==> config.mk <==
export PLATFORM = sky130hd
export DESIGN_NAME = asa_top
export DESIGN_NICKNAME = d
export VERILOG_FILES = /design/src/asa_fifo.v /design/src/asa_top.v
export VERILOG_INCLUDE_DIRS = /design/src
export SDC_FILE = /design/constraint.sdc
export NUM_CORES = 1
export LEC_CHECK = 0
export BUFFER_PORTS_ARGS = -buffer_cell sky130_fd_sc_hd__buf_2
export CORE_ASPECT_RATIO = 1.4
export CORE_MARGIN = 5
export CORE_UTILIZATION = 62
export DETAILED_ROUTE_END_ITERATION = 8
export GPL_ROUTABILITY_DRIVEN = 0
export PLACE_DENSITY = 0.79
export SLEW_MARGIN = 20
export SYNTH_ARGS = -nofsm -noshare
export SYNTH_HDL_FRONTEND = slang
export SYNTH_SLANG_ARGS = --single-unit
==> constraint.sdc <==
create_clock -name clk_sys -period 11.55 [get_ports clk_sys]
set_clock_uncertainty 0.2 [all_clocks]
set_input_delay 0 -clock clk_sys [delete_from_list [all_inputs] [get_ports clk_sys]]
set_output_delay 0 -clock clk_sys [all_outputs]
set_load 0.01 [all_outputs]
==> src/asa_consts.vh <==
`ifndef ASA_CONSTS_VH
`define ASA_CONSTS_VH
// ==========================================================
// Register select codes.
`define ASA_RS_DATA        2'h0
`define ASA_RS_RESET_STAT  2'h1
`define ASA_RS_COMMAND     2'h2
`define ASA_RS_CONTROL     2'h3
// ==========================================================
// Line format control fields.
`define ASA_CTL_BAUD_LSB   0
`define ASA_CTL_BAUD_MSB   3
`define ASA_CTL_RXSRC      4
`define ASA_CTL_WLEN_LSB   5
`define ASA_CTL_WLEN_MSB   6
`define ASA_CTL_STOP       7
`define ASA_CTL_RESET      8'h00
// ==========================================================
// Mode command fields.
`define ASA_CMD_ENABLE     0
`define ASA_CMD_RXIRQ_OFF  1
`define ASA_CMD_TXC_LSB    2
`define ASA_CMD_TXC_MSB    3
`define ASA_CMD_ECHO       4
`define ASA_CMD_PAR_EN     5
`define ASA_CMD_PAR_LSB    6
`define ASA_CMD_PAR_MSB    7
`define ASA_CMD_RESET      8'h00
`define ASA_CMD_SOFT_MASK  8'hE0
// ==========================================================
// Line status fields.
`define ASA_ST_PARITY      0
`define ASA_ST_FRAMING     1
`define ASA_ST_OVERRUN     2
`define ASA_ST_RXFULL      3
`define ASA_ST_TXEMPTY     4
`define ASA_ST_DCD         5
`define ASA_ST_DSR         6
`define ASA_ST_IRQ         7
// ==========================================================
// Timing.
`define ASA_XTAL_HZ        1843200
`define ASA_OVERSAMPLE     16
`define ASA_HALF_BIT       4'h7
`define ASA_FULL_BIT       4'hF
`define ASA_FIFO_DEPTH     8
`endif

==> src/asa_fifo.v <==
`timescale 1ns/1ps
`default_nettype none
// ==========================================================
// Small synchronous FIFO with valid/ready on both sides.
module asa_fifo #(
	parameter WIDTH = 8,
	parameter DEPTH = 8,
	parameter AW    = 3
) (
	// Clock and reset.
	input  wire             clk_sys,
	input  wire             rst,
	// Filling side.
	input  wire             in_valid,
	output wire             in_ready,
	input  wire [WIDTH-1:0] in_data,
	// Draining side.
	output wire             out_valid,
	input  wire             out_ready,
	output wire [WIDTH-1:0] out_data,
	// Synchronous flush.
	input  wire             flush
);
	reg [WIDTH-1:0] mem [0:DEPTH-1];
	reg [AW-1:0]    wr_ptr;
	reg [AW-1:0]    rd_ptr;
	reg [AW:0]      count;
	wire            push;
	wire            pop;

	// Full and empty come straight from the occupancy count.
	assign in_ready  = (count != DEPTH[AW:0]);
	assign out_valid = (count != {(AW+1){1'b0}});
	assign out_data  = mem[rd_ptr];
	assign push      = in_valid & in_ready;
	assign pop       = out_valid & out_ready;

	// Storage is written without reset; only pointers and count need a defined value.
	always @(posedge clk_sys) begin
		if (push) begin
			mem[wr_ptr] <= in_data;
		end
	end

	// Pointer and count update.
	always @(posedge clk_sys or posedge rst) begin
		if (rst) begin
			wr_ptr <= {AW{1'b0}};
			rd_ptr <= {AW{1'b0}};
			count  <= {(AW+1){1'b0}};
		end else if (flush) begin
			wr_ptr <= {AW{1'b0}};
			rd_ptr <= {AW{1'b0}};
			count  <= {(AW+1){1'b0}};
		end else begin
			if (push) begin
				wr_ptr <= (wr_ptr == DEPTH[AW-1:0] - 1'b1) ? {AW{1'b0}} : wr_ptr + 1'b1;
			end
			if (pop) begin
				rd_ptr <= (rd_ptr == DEPTH[AW-1:0] - 1'b1) ? {AW{1'b0}} : rd_ptr + 1'b1;
			end
			if (push & ~pop) begin
				count <= count + 1'b1;
			end else if (pop & ~push) begin
				count <= count - 1'b1;
			end
		end
	end
endmodule // asa_fifo
`default_nettype wire

==> src/asa_top.v <==
// Function
// - Respond only when select_high high, select_low_n low.
// - Register selects pick data, reset/status, command, control.
// - Soft reset clears command 4:0, status bit2.
// - Command and control read/write, others one-way.
// - Hardware reset low clears internal registers.
// - Read/write high reads, low writes, phase-two timed.
// - Drive data bus only on selected reads.
// - Open-drain interrupt pulled low on condition.
// - Control bits 3:0 pick fifteen baud rates.
// - Receive clock pin outputs internal 16x clock.
// - Receiver rate: baud generator or external/16.
// - Transmit LSB first, ignore unused high bits.
// - Receive LSB in bit0, unused bits zero.
// - Five to eight bits, parity, stop bits.
// - Transmitter starts a character only while clear-to-send low.
// - Terminal-ready output follows command bit zero.
// - Request-to-send set only by command register.
// - Modem ready and carrier inputs active low.
// - Baud generator runs from crystal input edges.
`timescale 1ns/1ps
`default_nettype none
`include "asa_consts.vh"
module asa_top #(
	parameter FIFO_DEPTH = `ASA_FIFO_DEPTH
) (
	// System clock and reset.
	input  wire       clk_sys,
	input  wire       rst,
	// Processor bus pins.
	input  wire       phi2,
	input  wire       select_high,
	input  wire       select_low_n,
	input  wire       reg_sel_lo,
	input  wire       reg_sel_hi,
	input  wire       rw,
	input  wire       hw_reset_n,
	input  wire [7:0] data_in,
	output reg  [7:0] data_out,
	output wire       data_oe,
	output wire       irq_n_out,
	output wire       irq_n_oe,
	// Clock pins.
	input  wire       crystal_in,
	output wire       crystal_out,
	input  wire       rx_x16_clock_in,
	output reg        rx_x16_clock_out,
	output wire       rx_x16_clock_oe,
	// Serial and modem pins.
	output reg        txd,
	input  wire       rxd,
	output wire       rts_n,
	input  wire       cts_n,
	output wire       dtr_n,
	input  wire       dsr_n,
	input  wire       carrier_detect_n
);
	// ==========================================================
	// Pin synchronisers.
	localparam NPIN = 21;
	wire [NPIN-1:0] pin_raw;
	reg  [NPIN-1:0] pin_s1;
	reg  [NPIN-1:0] pin_s2;
	reg  [2:0]      edge_d;
	assign pin_raw = {data_in, rx_x16_clock_in, carrier_detect_n, dsr_n, cts_n, rxd,
		crystal_in, hw_reset_n, rw, reg_sel_hi, reg_sel_lo, select_low_n, select_high, phi2};
	genvar gi;
	generate
		for (gi = 0; gi < NPIN; gi = gi + 1) begin : g_sync
			// Two stages per pin; only the second stage feeds logic.
			always @(posedge clk_sys or posedge rst) begin
				if (rst) begin
					pin_s1[gi] <= 1'b0;
					pin_s2[gi] <= 1'b0;
				end else begin
					pin_s1[gi] <= pin_raw[gi];
					pin_s2[gi] <= pin_s2_next(pin_s1[gi]);
				end
			end
		end
	endgenerate
	function pin_s2_next;
		input v;
		pin_s2_next = v;
	endfunction

	wire       s_phi2  = pin_s2[0];
	wire       s_sel   = pin_s2[1] & ~pin_s2[2];
	wire [1:0] s_rs    = {pin_s2[4], pin_s2[3]};
	wire       s_rw    = pin_s2[5];
	wire       s_hwrst = ~pin_s2[6];
	wire       s_xtal  = pin_s2[7];
	wire       s_rxd   = pin_s2[8];
	wire       s_cts_n = pin_s2[9];
	wire       s_dsr_n = pin_s2[10];
	wire       s_dcd_n = pin_s2[11];
	wire       s_rxc   = pin_s2[12];
	wire [7:0] s_data  = pin_s2[20:13];

	// Previous samples for edge detection on phase two, crystal and receive clock.
	always @(posedge clk_sys or posedge rst) begin
		if (rst) begin
			edge_d <= 3'h0;
		end else begin
			edge_d <= {s_rxc, s_xtal, s_phi2};
		end
	end
	wire phi2_fall = edge_d[0] & ~s_phi2;
	wire xtal_tick = s_xtal & ~edge_d[1];
	wire rxc_tick  = s_rxc & ~edge_d[2];
	wire bus_wr    = phi2_fall & s_sel & ~s_rw;
	wire bus_rd    = phi2_fall & s_sel & s_rw;
	assign crystal_out = ~s_xtal;

	// ==========================================================
	// Registers.
	reg  [7:0] ctl;
	reg  [7:0] cmd;
	reg  [7:0] rx_hold;
	reg        st_par;
	reg        st_frm;
	reg        st_ovr;
	reg        st_full;
	wire       rx_done;
	wire [7:0] rx_word;
	wire       rx_perr;
	wire       rx_ferr;
	wire       fifo_ready;
	wire       wr_data  = bus_wr & (s_rs == `ASA_RS_DATA);
	wire       wr_sreset = bus_wr & (s_rs == `ASA_RS_RESET_STAT);
	wire       rd_data  = bus_rd & (s_rs == `ASA_RS_DATA);
	wire [1:0] txc      = cmd[`ASA_CMD_TXC_MSB:`ASA_CMD_TXC_LSB];
	wire       tx_irq_en = (txc == 2'h1);
	wire       irq_act  = (st_full & ~cmd[`ASA_CMD_RXIRQ_OFF]) | (fifo_ready & tx_irq_en);

	// Control and command; hardware reset clears all, soft reset only command 4:0.
	always @(posedge clk_sys or posedge rst) begin
		if (rst) begin
			ctl <= `ASA_CTL_RESET;
			cmd <= `ASA_CMD_RESET;
		end else if (s_hwrst) begin
			ctl <= `ASA_CTL_RESET;
			cmd <= `ASA_CMD_RESET;
		end else if (wr_sreset) begin
			cmd <= cmd & `ASA_CMD_SOFT_MASK;
		end else if (bus_wr & (s_rs == `ASA_RS_COMMAND)) begin
			cmd <= s_data;
		end else if (bus_wr & (s_rs == `ASA_RS_CONTROL)) begin
			ctl <= s_data;
		end
	end

	// Receive holding and flags; a new character beats a same-cycle read.
	always @(posedge clk_sys or posedge rst) begin
		if (rst) begin
			rx_hold <= 8'h00;
			st_par  <= 1'b0;
			st_frm  <= 1'b0;
			st_ovr  <= 1'b0;
			st_full <= 1'b0;
		end else if (s_hwrst) begin
			rx_hold <= 8'h00;
			st_par  <= 1'b0;
			st_frm  <= 1'b0;
			st_ovr  <= 1'b0;
			st_full <= 1'b0;
		end else begin
			if (rx_done & st_full & ~rd_data) begin
				st_ovr <= 1'b1;
			end else if (wr_sreset) begin
				st_ovr <= 1'b0;
			end
			if (rx_done & ~(st_full & ~rd_data)) begin
				rx_hold <= rx_word;
				st_par  <= rx_perr;
				st_frm  <= rx_ferr;
				st_full <= 1'b1;
			end else if (rd_data) begin
				st_full <= 1'b0;
			end
		end
	end

	// Read data mux, registered; the status byte shows the interrupt source.
	wire [7:0] status = {irq_act, s_dsr_n, s_dcd_n, fifo_ready, st_full,
		st_ovr, st_frm, st_par};
	always @(posedge clk_sys or posedge rst) begin
		if (rst) begin
			data_out <= 8'h00;
		end else begin
			case (s_rs)
				`ASA_RS_DATA:       data_out <= rx_hold;
				`ASA_RS_RESET_STAT: data_out <= status;
				`ASA_RS_COMMAND:    data_out <= cmd;
				`ASA_RS_CONTROL:    data_out <= ctl;
				default:            data_out <= 8'h00;
			endcase
		end
	end
	assign data_oe   = s_sel & s_rw;
	assign irq_n_out = 1'b0;
	assign irq_n_oe  = irq_act;
	assign dtr_n     = ~cmd[`ASA_CMD_ENABLE];
	assign rts_n     = (txc == 2'h0);

	// ==========================================================
	// Baud generator from crystal edges.
	reg  [11:0] div_cnt;
	reg  [11:0] divisor;
	wire [3:0]  baud_sel = ctl[`ASA_CTL_BAUD_MSB:`ASA_CTL_BAUD_LSB];
	// Divisor of the crystal for a 16x clock; code zero uses the crystal directly.
	always @* begin
		case (baud_sel)
			4'h1:    divisor = 12'h900;
			4'h2:    divisor = 12'h600;
			4'h3:    divisor = 12'h417;
			4'h4:    divisor = 12'h359;
			4'h5:    divisor = 12'h300;
			4'h6:    divisor = 12'h180;
			4'h7:    divisor = 12'h0C0;
			4'h8:    divisor = 12'h060;
			4'h9:    divisor = 12'h040;
			4'hA:    divisor = 12'h030;
			4'hB:    divisor = 12'h020;
			4'hC:    divisor = 12'h018;
			4'hD:    divisor = 12'h010;
			4'hE:    divisor = 12'h00C;
			4'hF:    divisor = 12'h006;
			default: divisor = 12'h001;
		endcase
	end
	wire div_wrap = xtal_tick & (div_cnt >= divisor - 12'h001);
	wire tx_tick  = div_wrap;
	always @(posedge clk_sys or posedge rst) begin
		if (rst) begin
			div_cnt          <= 12'h000;
			rx_x16_clock_out <= 1'b0;
		end else begin
			if (div_wrap) begin
				div_cnt <= 12'h000;
			end else if (xtal_tick) begin
				div_cnt <= div_cnt + 12'h001;
			end
			rx_x16_clock_out <= (baud_sel == 4'h0) ? s_xtal : (div_cnt < {1'b0, divisor[11:1]});
		end
	end
	wire rx_int = ctl[`ASA_CTL_RXSRC];
	assign rx_x16_clock_oe = rx_int;
	wire rx_tick = rx_int ? tx_tick : rxc_tick;

	// ==========================================================
	// Character format: word length and parity for both directions, stop period for transmit only.
	wire [3:0] wlen   = 4'h8 - {2'h0, ctl[`ASA_CTL_WLEN_MSB:`ASA_CTL_WLEN_LSB]};
	wire [7:0] wmask  = 8'hFF >> (4'h8 - wlen);
	wire       par_en = cmd[`ASA_CMD_PAR_EN];
	wire [1:0] par_md = cmd[`ASA_CMD_PAR_MSB:`ASA_CMD_PAR_LSB];
	wire [3:0] nbits  = wlen + {3'h0, par_en};
	// Stop period in half bits: 2, 3 for five bits unparitied, else 4.
	wire [2:0] stop_h = ~ctl[`ASA_CTL_STOP] ? 3'h2 : ((wlen == 4'h5 && !par_en) ? 3'h3 : 3'h4);
	function par_of;
		input [7:0] d;
		input [1:0] md;
		case (md)
			2'h0:    par_of = ~^d;
			2'h1:    par_of = ^d;
			2'h2:    par_of = 1'b1;
			default: par_of = 1'b0;
		endcase
	endfunction

	// ==========================================================
	// Transmitter.
	localparam TX_IDLE = 2'h0;
	localparam TX_BITS = 2'h1;
	localparam TX_STOP = 2'h2;
	reg  [1:0]  tx_st;
	reg  [10:0] tx_sr;
	reg  [3:0]  tx_left;
	reg  [3:0]  tx_ph;
	reg  [2:0]  tx_half;
	wire [7:0]  fifo_q;
	wire        fifo_valid;
	wire        tx_go  = (tx_st == TX_IDLE) & fifo_valid & ~s_cts_n & cmd[`ASA_CMD_ENABLE];
	wire [7:0]  tx_dat = fifo_q & wmask;
	wire [9:0]  tx_fr  = {2'h0, tx_dat} | ({9'h000, par_en & par_of(tx_dat, par_md)} << wlen);

	asa_fifo #(
		.WIDTH (8),
		.DEPTH (FIFO_DEPTH),
		.AW    (3)
	) u_txq (
		.clk_sys   (clk_sys),
		.rst       (rst),
		.in_valid  (wr_data),
		.in_ready  (fifo_ready),
		.in_data   (s_data),
		.out_valid (fifo_valid),
		.out_ready (tx_go),
		.out_data  (fifo_q),
		.flush     (s_hwrst)
	);

	// One character at a time; a busy line leaves further bytes queued.
	always @(posedge clk_sys or posedge rst) begin
		if (rst) begin
			tx_st   <= TX_IDLE;
			tx_sr   <= 11'h7FF;
			tx_left <= 4'h0;
			tx_ph   <= 4'h0;
			tx_half <= 3'h0;
		end else if (s_hwrst) begin
			tx_st <= TX_IDLE;
			tx_sr <= 11'h7FF;
		end else begin
			case (tx_st)
				TX_IDLE: begin
					if (tx_go) begin
						tx_sr   <= {tx_fr, 1'b0};
						tx_left <= nbits + 4'h1;
						tx_ph   <= 4'h0;
						tx_st   <= TX_BITS;
					end
				end
				TX_BITS: begin
					if (tx_tick) begin
						tx_ph <= tx_ph + 4'h1;
						if (tx_ph == `ASA_FULL_BIT) begin
							tx_sr   <= {1'b1, tx_sr[10:1]};
							tx_left <= tx_left - 4'h1;
							if (tx_left == 4'h1) begin
								tx_st   <= TX_STOP;
								tx_half <= stop_h;
							end
						end
					end
				end
				TX_STOP: begin
					if (tx_tick) begin
						tx_ph <= tx_ph + 4'h1;
						if (tx_ph[2:0] == 3'h7) begin
							tx_half <= tx_half - 3'h1;
							if (tx_half == 3'h1) begin
								tx_st <= TX_IDLE;
							end
						end
					end
				end
				default: tx_st <= TX_IDLE;
			endcase
		end
	end

	// Line driver: break, echo of the received line, or the shifter.
	always @(posedge clk_sys or posedge rst) begin
		if (rst) begin
			txd <= 1'b1;
		end else if (txc == 2'h3) begin
			txd <= 1'b0;
		end else if (cmd[`ASA_CMD_ECHO] && txc == 2'h0) begin
			txd <= s_rxd;
		end else begin
			txd <= (tx_st == TX_BITS) ? tx_sr[0] : 1'b1;
		end
	end

	// ==========================================================
	// Receiver.
	localparam RX_IDLE  = 2'h0;
	localparam RX_START = 2'h1;
	localparam RX_BITS  = 2'h2;
	localparam RX_STOP  = 2'h3;
	reg  [1:0] rx_st;
	reg  [3:0] rx_ph;
	reg  [3:0] rx_n;
	reg  [8:0] rx_sr;
	reg        rx_fin;
	reg        rx_ferr_r;
	wire [8:0] rx_al  = rx_sr >> (4'h9 - nbits);
	assign rx_word = rx_al[7:0] & wmask;
	assign rx_perr = par_en & (rx_al[wlen] != par_of(rx_word, par_md));
	assign rx_ferr = rx_ferr_r;
	assign rx_done = rx_fin;

	// Mid-bit sampling at sixteen ticks per bit after a validated start.
	always @(posedge clk_sys or posedge rst) begin
		if (rst) begin
			rx_st     <= RX_IDLE;
			rx_ph     <= 4'h0;
			rx_n      <= 4'h0;
			rx_sr     <= 9'h000;
			rx_fin    <= 1'b0;
			rx_ferr_r <= 1'b0;
		end else if (s_hwrst) begin
			rx_st  <= RX_IDLE;
			rx_fin <= 1'b0;
		end else begin
			rx_fin <= 1'b0;
			case (rx_st)
				RX_IDLE: begin
					if (rx_tick && !s_rxd) begin
						rx_ph <= 4'h0;
						rx_st <= RX_START;
					end
				end
				RX_START: begin
					if (rx_tick) begin
						rx_ph <= rx_ph + 4'h1;
						if (rx_ph == `ASA_HALF_BIT) begin
							rx_ph <= 4'h0;
							rx_n  <= 4'h0;
							rx_st <= s_rxd ? RX_IDLE : RX_BITS;
						end
					end
				end
				RX_BITS: begin
					if (rx_tick) begin
						rx_ph <= rx_ph + 4'h1;
						if (rx_ph == `ASA_FULL_BIT) begin
							rx_sr <= {s_rxd, rx_sr[8:1]};
							rx_n  <= rx_n + 4'h1;
							if (rx_n + 4'h1 == nbits) begin
								rx_st <= RX_STOP;
							end
						end
					end
				end
				RX_STOP: begin
					if (rx_tick) begin
						rx_ph <= rx_ph + 4'h1;
						if (rx_ph == `ASA_FULL_BIT) begin
							rx_ferr_r <= ~s_rxd;
							rx_fin    <= 1'b1;
							rx_st     <= RX_IDLE;
						end
					end
				end
				default: rx_st <= RX_IDLE;
			endcase
		end
	end
endmodule // asa_top
`default_nettype wire

==> flow_metrics.env <==
export IMPL_worst_path_max_fanout=9
export IMPL_die_x_um=122.7
export IMPL_mostFrequentLayoutCells="138 x dfrtp_1, 88 x nand2_1, 64 x edfxtp_1, 57 x nor2_1, 54 x ha_1"
export IMPL_run_status="finished clean"
export IMPL_hpwl_um=15880
export IMPL_syn_nets=1006
export IMPL_required_ps=11730
export IMPL_synthXorXnorAreaFrac_pct=4.923
export IMPL_core_sq_um=17400
export IMPL_finalMaxSlewViolations=0
export IMPL_grt_antenna_before_repair=0
export IMPL_synth_fa_ha_area_share_pct=6.579
export IMPL_finalCritPeriodShare_pct=43.50
export IMPL_seq_area_sq_um=5690
export IMPL_h_tree_depth=1
export IMPL_portBuffers=38
export IMPL_peakVddDrop_v=0.0001446
export IMPL_viasPerCell=5.967
export IMPL_numCtsBuffers=21
export IMPL_yosys_warnings=0
export IMPL_relSlewSlack_pct=27.74
export IMPL_synth_top_family_by_area="simple AND/OR/NAND/NOR gates"
export IMPL_diodes=0
export IMPL_drc_errors=0
export IMPL_cts_path_max_buffers=3
export IMPL_power_w=0.001577
export IMPL_cts_sinks=214
export IMPL_via_count=7429
export IMPL_mostFrequentLayoutCell="dfrtp_1"
export IMPL_p_leak_nw=5.136
export IMPL_initial_core_util_pct=63.39
export IMPL_cts_post_setup_buffers_inserted=0
export IMPL_ys_seq_area_share_pct=51.59
export IMPL_async_flop_share_pct=70.09
export IMPL_grt_max_degree=90
export IMPL_p_seq_share_pct=51.2
export IMPL_timing_fmax_mhz=199.0
export IMPL_multiInputGateArea_sq_um=5042
export IMPL_r2r_end="rx_sr[1]"
export IMPL_power_density_nw_per_um2=125.9
export IMPL_dieArea_sq_um=20600
export IMPL_grt_pass1_vias=7733
export IMPL_wl_um=23680
export IMPL_max_stage_delay_ps=590
export IMPL_crit_buf_inv=1
export IMPL_swShare_pct=21.77
export IMPL_area_delta_synth_final_pct=13.54
export IMPL_arrival_ps=5210
export IMPL_synth_simple_area_share_pct=12.73
export IMPL_pwr_share_comb_pct=4.2
export IMPL_worstSetupPathType="reg2reg"
export IMPL_ys_flop_type="dfrtp_1"
export IMPL_syn_area_sq_um=11030
export IMPL_die_y_um=167.8
export IMPL_std_cell_rows=57
export IMPL_fin_util_pct=71.97
export IMPL_ios=40
export IMPL_drt_iter0_markers=579
export IMPL_root_buffer="clkbuf_16"
export IMPL_synth_seq_cells=214
export IMPL_postRouteAntennaNets=0
export IMPL_synth_cells=927
export IMPL_path_cells="inv_1, ha_1, nor2b_1, nor3_1, a21o_1, nor2_1, nand2_1, nor2_1, nand2_1, nor4_1, xor2_1, ha_1, nand2_1, nand2_1, a21o_1, o21a_1, nand3_1, o21ai_1, nand2_1, or3_1, mux2_2"
export IMPL_cp_slowest_cell="or3_1"
export IMPL_synthDistinctLibCells=76
export IMPL_start_kind="flop"
export IMPL_r2r_start="ctl[1]"
export IMPL_period_needed_ps=5025
export IMPL_final_hold_violation_count=0
export IMPL_grt_overflow=0
export IMPL_rsz0062_at_grt="no"
export IMPL_p_sw_w=0.0003433
export IMPL_clkPwrFrac_pct=44.6
export IMPL_setup_viol=0
export IMPL_intPower_w=0.001234
export IMPL_fill_cells=1221
export IMPL_insertion_delay_ps=500
export IMPL_synth_edf_count=64
export IMPL_cts_tree="built"
export IMPL_rr_worst_depth=21
export IMPL_maxCapViolations=0
export IMPL_first_pass_iters=5
export IMPL_rrSetupSlack_ps=6530
export IMPL_tightest_slew_ps=1076
export IMPL_clkTransAtPathRegs_ps=60
export IMPL_wl_per_cell_um=19.02
export IMPL_final_nets=1073
export IMPL_crit_top_cell="nand2_1"
export IMPL_hold_class="in2async"
export IMPL_grt_use_total_pct=23.64
export IMPL_syn_avg_cell_area_sq_um=11.90
export IMPL_synth_compound_area_share_pct=9.267
export IMPL_synthMuxAreaShare_pct=12.18
export IMPL_cp_end_kind="flop"
export IMPL_drive_gt1_share_pct=13.78
export IMPL_grt_pass1_wl_um=38730
export IMPL_final_setup_tns_ps=0
export IMPL_path_delay_family="simple AND/OR/NAND/NOR gates"
[worst max-delay path by stage]
| stage | slack, ps | cells after the start | from | to |
|---|---|---|---|---|
| floorplan | 7270 | 19 | ctl[1] | rx_sr[0] |
| global placement | 6780 | 21 | ctl[1] | rx_sr[7] |
| global route | 6100 | 21 | ctl[0] | rx_sr[0] |
| CTS | 6580 | 21 | ctl[1] | rx_sr[1] |
| detailed placement | 6620 | 17 | ctl[1] | rx_sr[1] |
| finish | 6530 | 21 | ctl[1] | rx_sr[1] |
[power groups by stage]
| stage | sequential (W) | combinational [W] | clock [W] |
|---|---|---|---|
| global placement | 0.000821 | 0.0000535 | 0 |
| floorplan | 0.000814 | 0.0000405 | 0 |
| detailed placement | 0.000821 | 0.0000547 | 0 |
| finish | 0.000807 | 0.0000660 | 0.000704 |
| global route | 0.000808 | 0.0000745 | 0.000749 |
| CTS | 0.000807 | 0.0000660 | 0.000709 |
[area by class of cell]
class,count,share of cell area [%]
clock buffer,25,4.396
clock inverter,13,1.269
inverter,31,0.9690
multi-input combinational,639,40.26
sequential,214,45.43
tap,236,2.358
timing repair buffer,87,5.315
[metrics by stage]
stage,hold slack (ps),setup WS (ps),instance area (sq um),std cells
floorplan,-168.6,7272,11030,927
global placement,-92.44,6780,11380,1164
detailed placement,-90.62,6622,11380,1164
CTS,23.06,6582,12520,1245
global route,85.39,6104,12520,1245
finish,2.275,6525,12520,1245
[synth_stat cells (25+ instances only)]
master,n,area [sq um]
clkbuf_1,31,116.4
dfrtp_1,138,3453
edfxtp_1,64,1922
ha_1,54,675.7
inv_1,31,116.4
mux2i_1,45,450.4
mux4_2,25,563.0
nand2_1,88,330.3
nand3_1,29,145.1
nor2_1,57,214.0
nor2b_1,27,168.9
o21ai_0,39,195.2
xnor2_1,28,245.2
xor2_1,27,236.5
[routing by layer]
metal	share of wire [%]	routed length (um)	vias up	GRT usage (%)
met4	3.6	862	0	9.211
met2	54	12760	180	42.61
met3	4.0	952	59	3.054
li1	-	-	3498	-
met1	38	9102	3692	28.40
met5	0	0	-	0
[cells by family (layout without fill, tap and decap cells)]
group                      Yosys count  count (layout)
DFF                                214             214
adders and majority gates           57              57
xor gates and xnor gates            58              58
buffers and inverters               74             156
other                                1               1
and+or+nand+nor                    285             285
muxes                               90              90
AOI/OAI and AO/OA                  148             148
[tightest hold or removal path: cells and delay by family]
family	cells	cell delay (ps)
buffers and inverters	3	1210
[state kept, by name, summed over array words and instances (netlist names), 8 cells and up]
signal and count:
div_cnt 12, rx_sr 9, tx_sr 11, pin_s1 21, rx_hold 8, cmd 8
pin_s2 13, data_out 8, ctl 8, u_txq.mem 64
[what timing repair did]
| action | 4_1_cts | 5_1_grt |
|---|---|---|
| resized for setup | 0 | 0 |
| hold buffers | 43 | 0 |
| hold endpoints to repair | 109 | 0 |
Power figures use the tool's default switching activity.
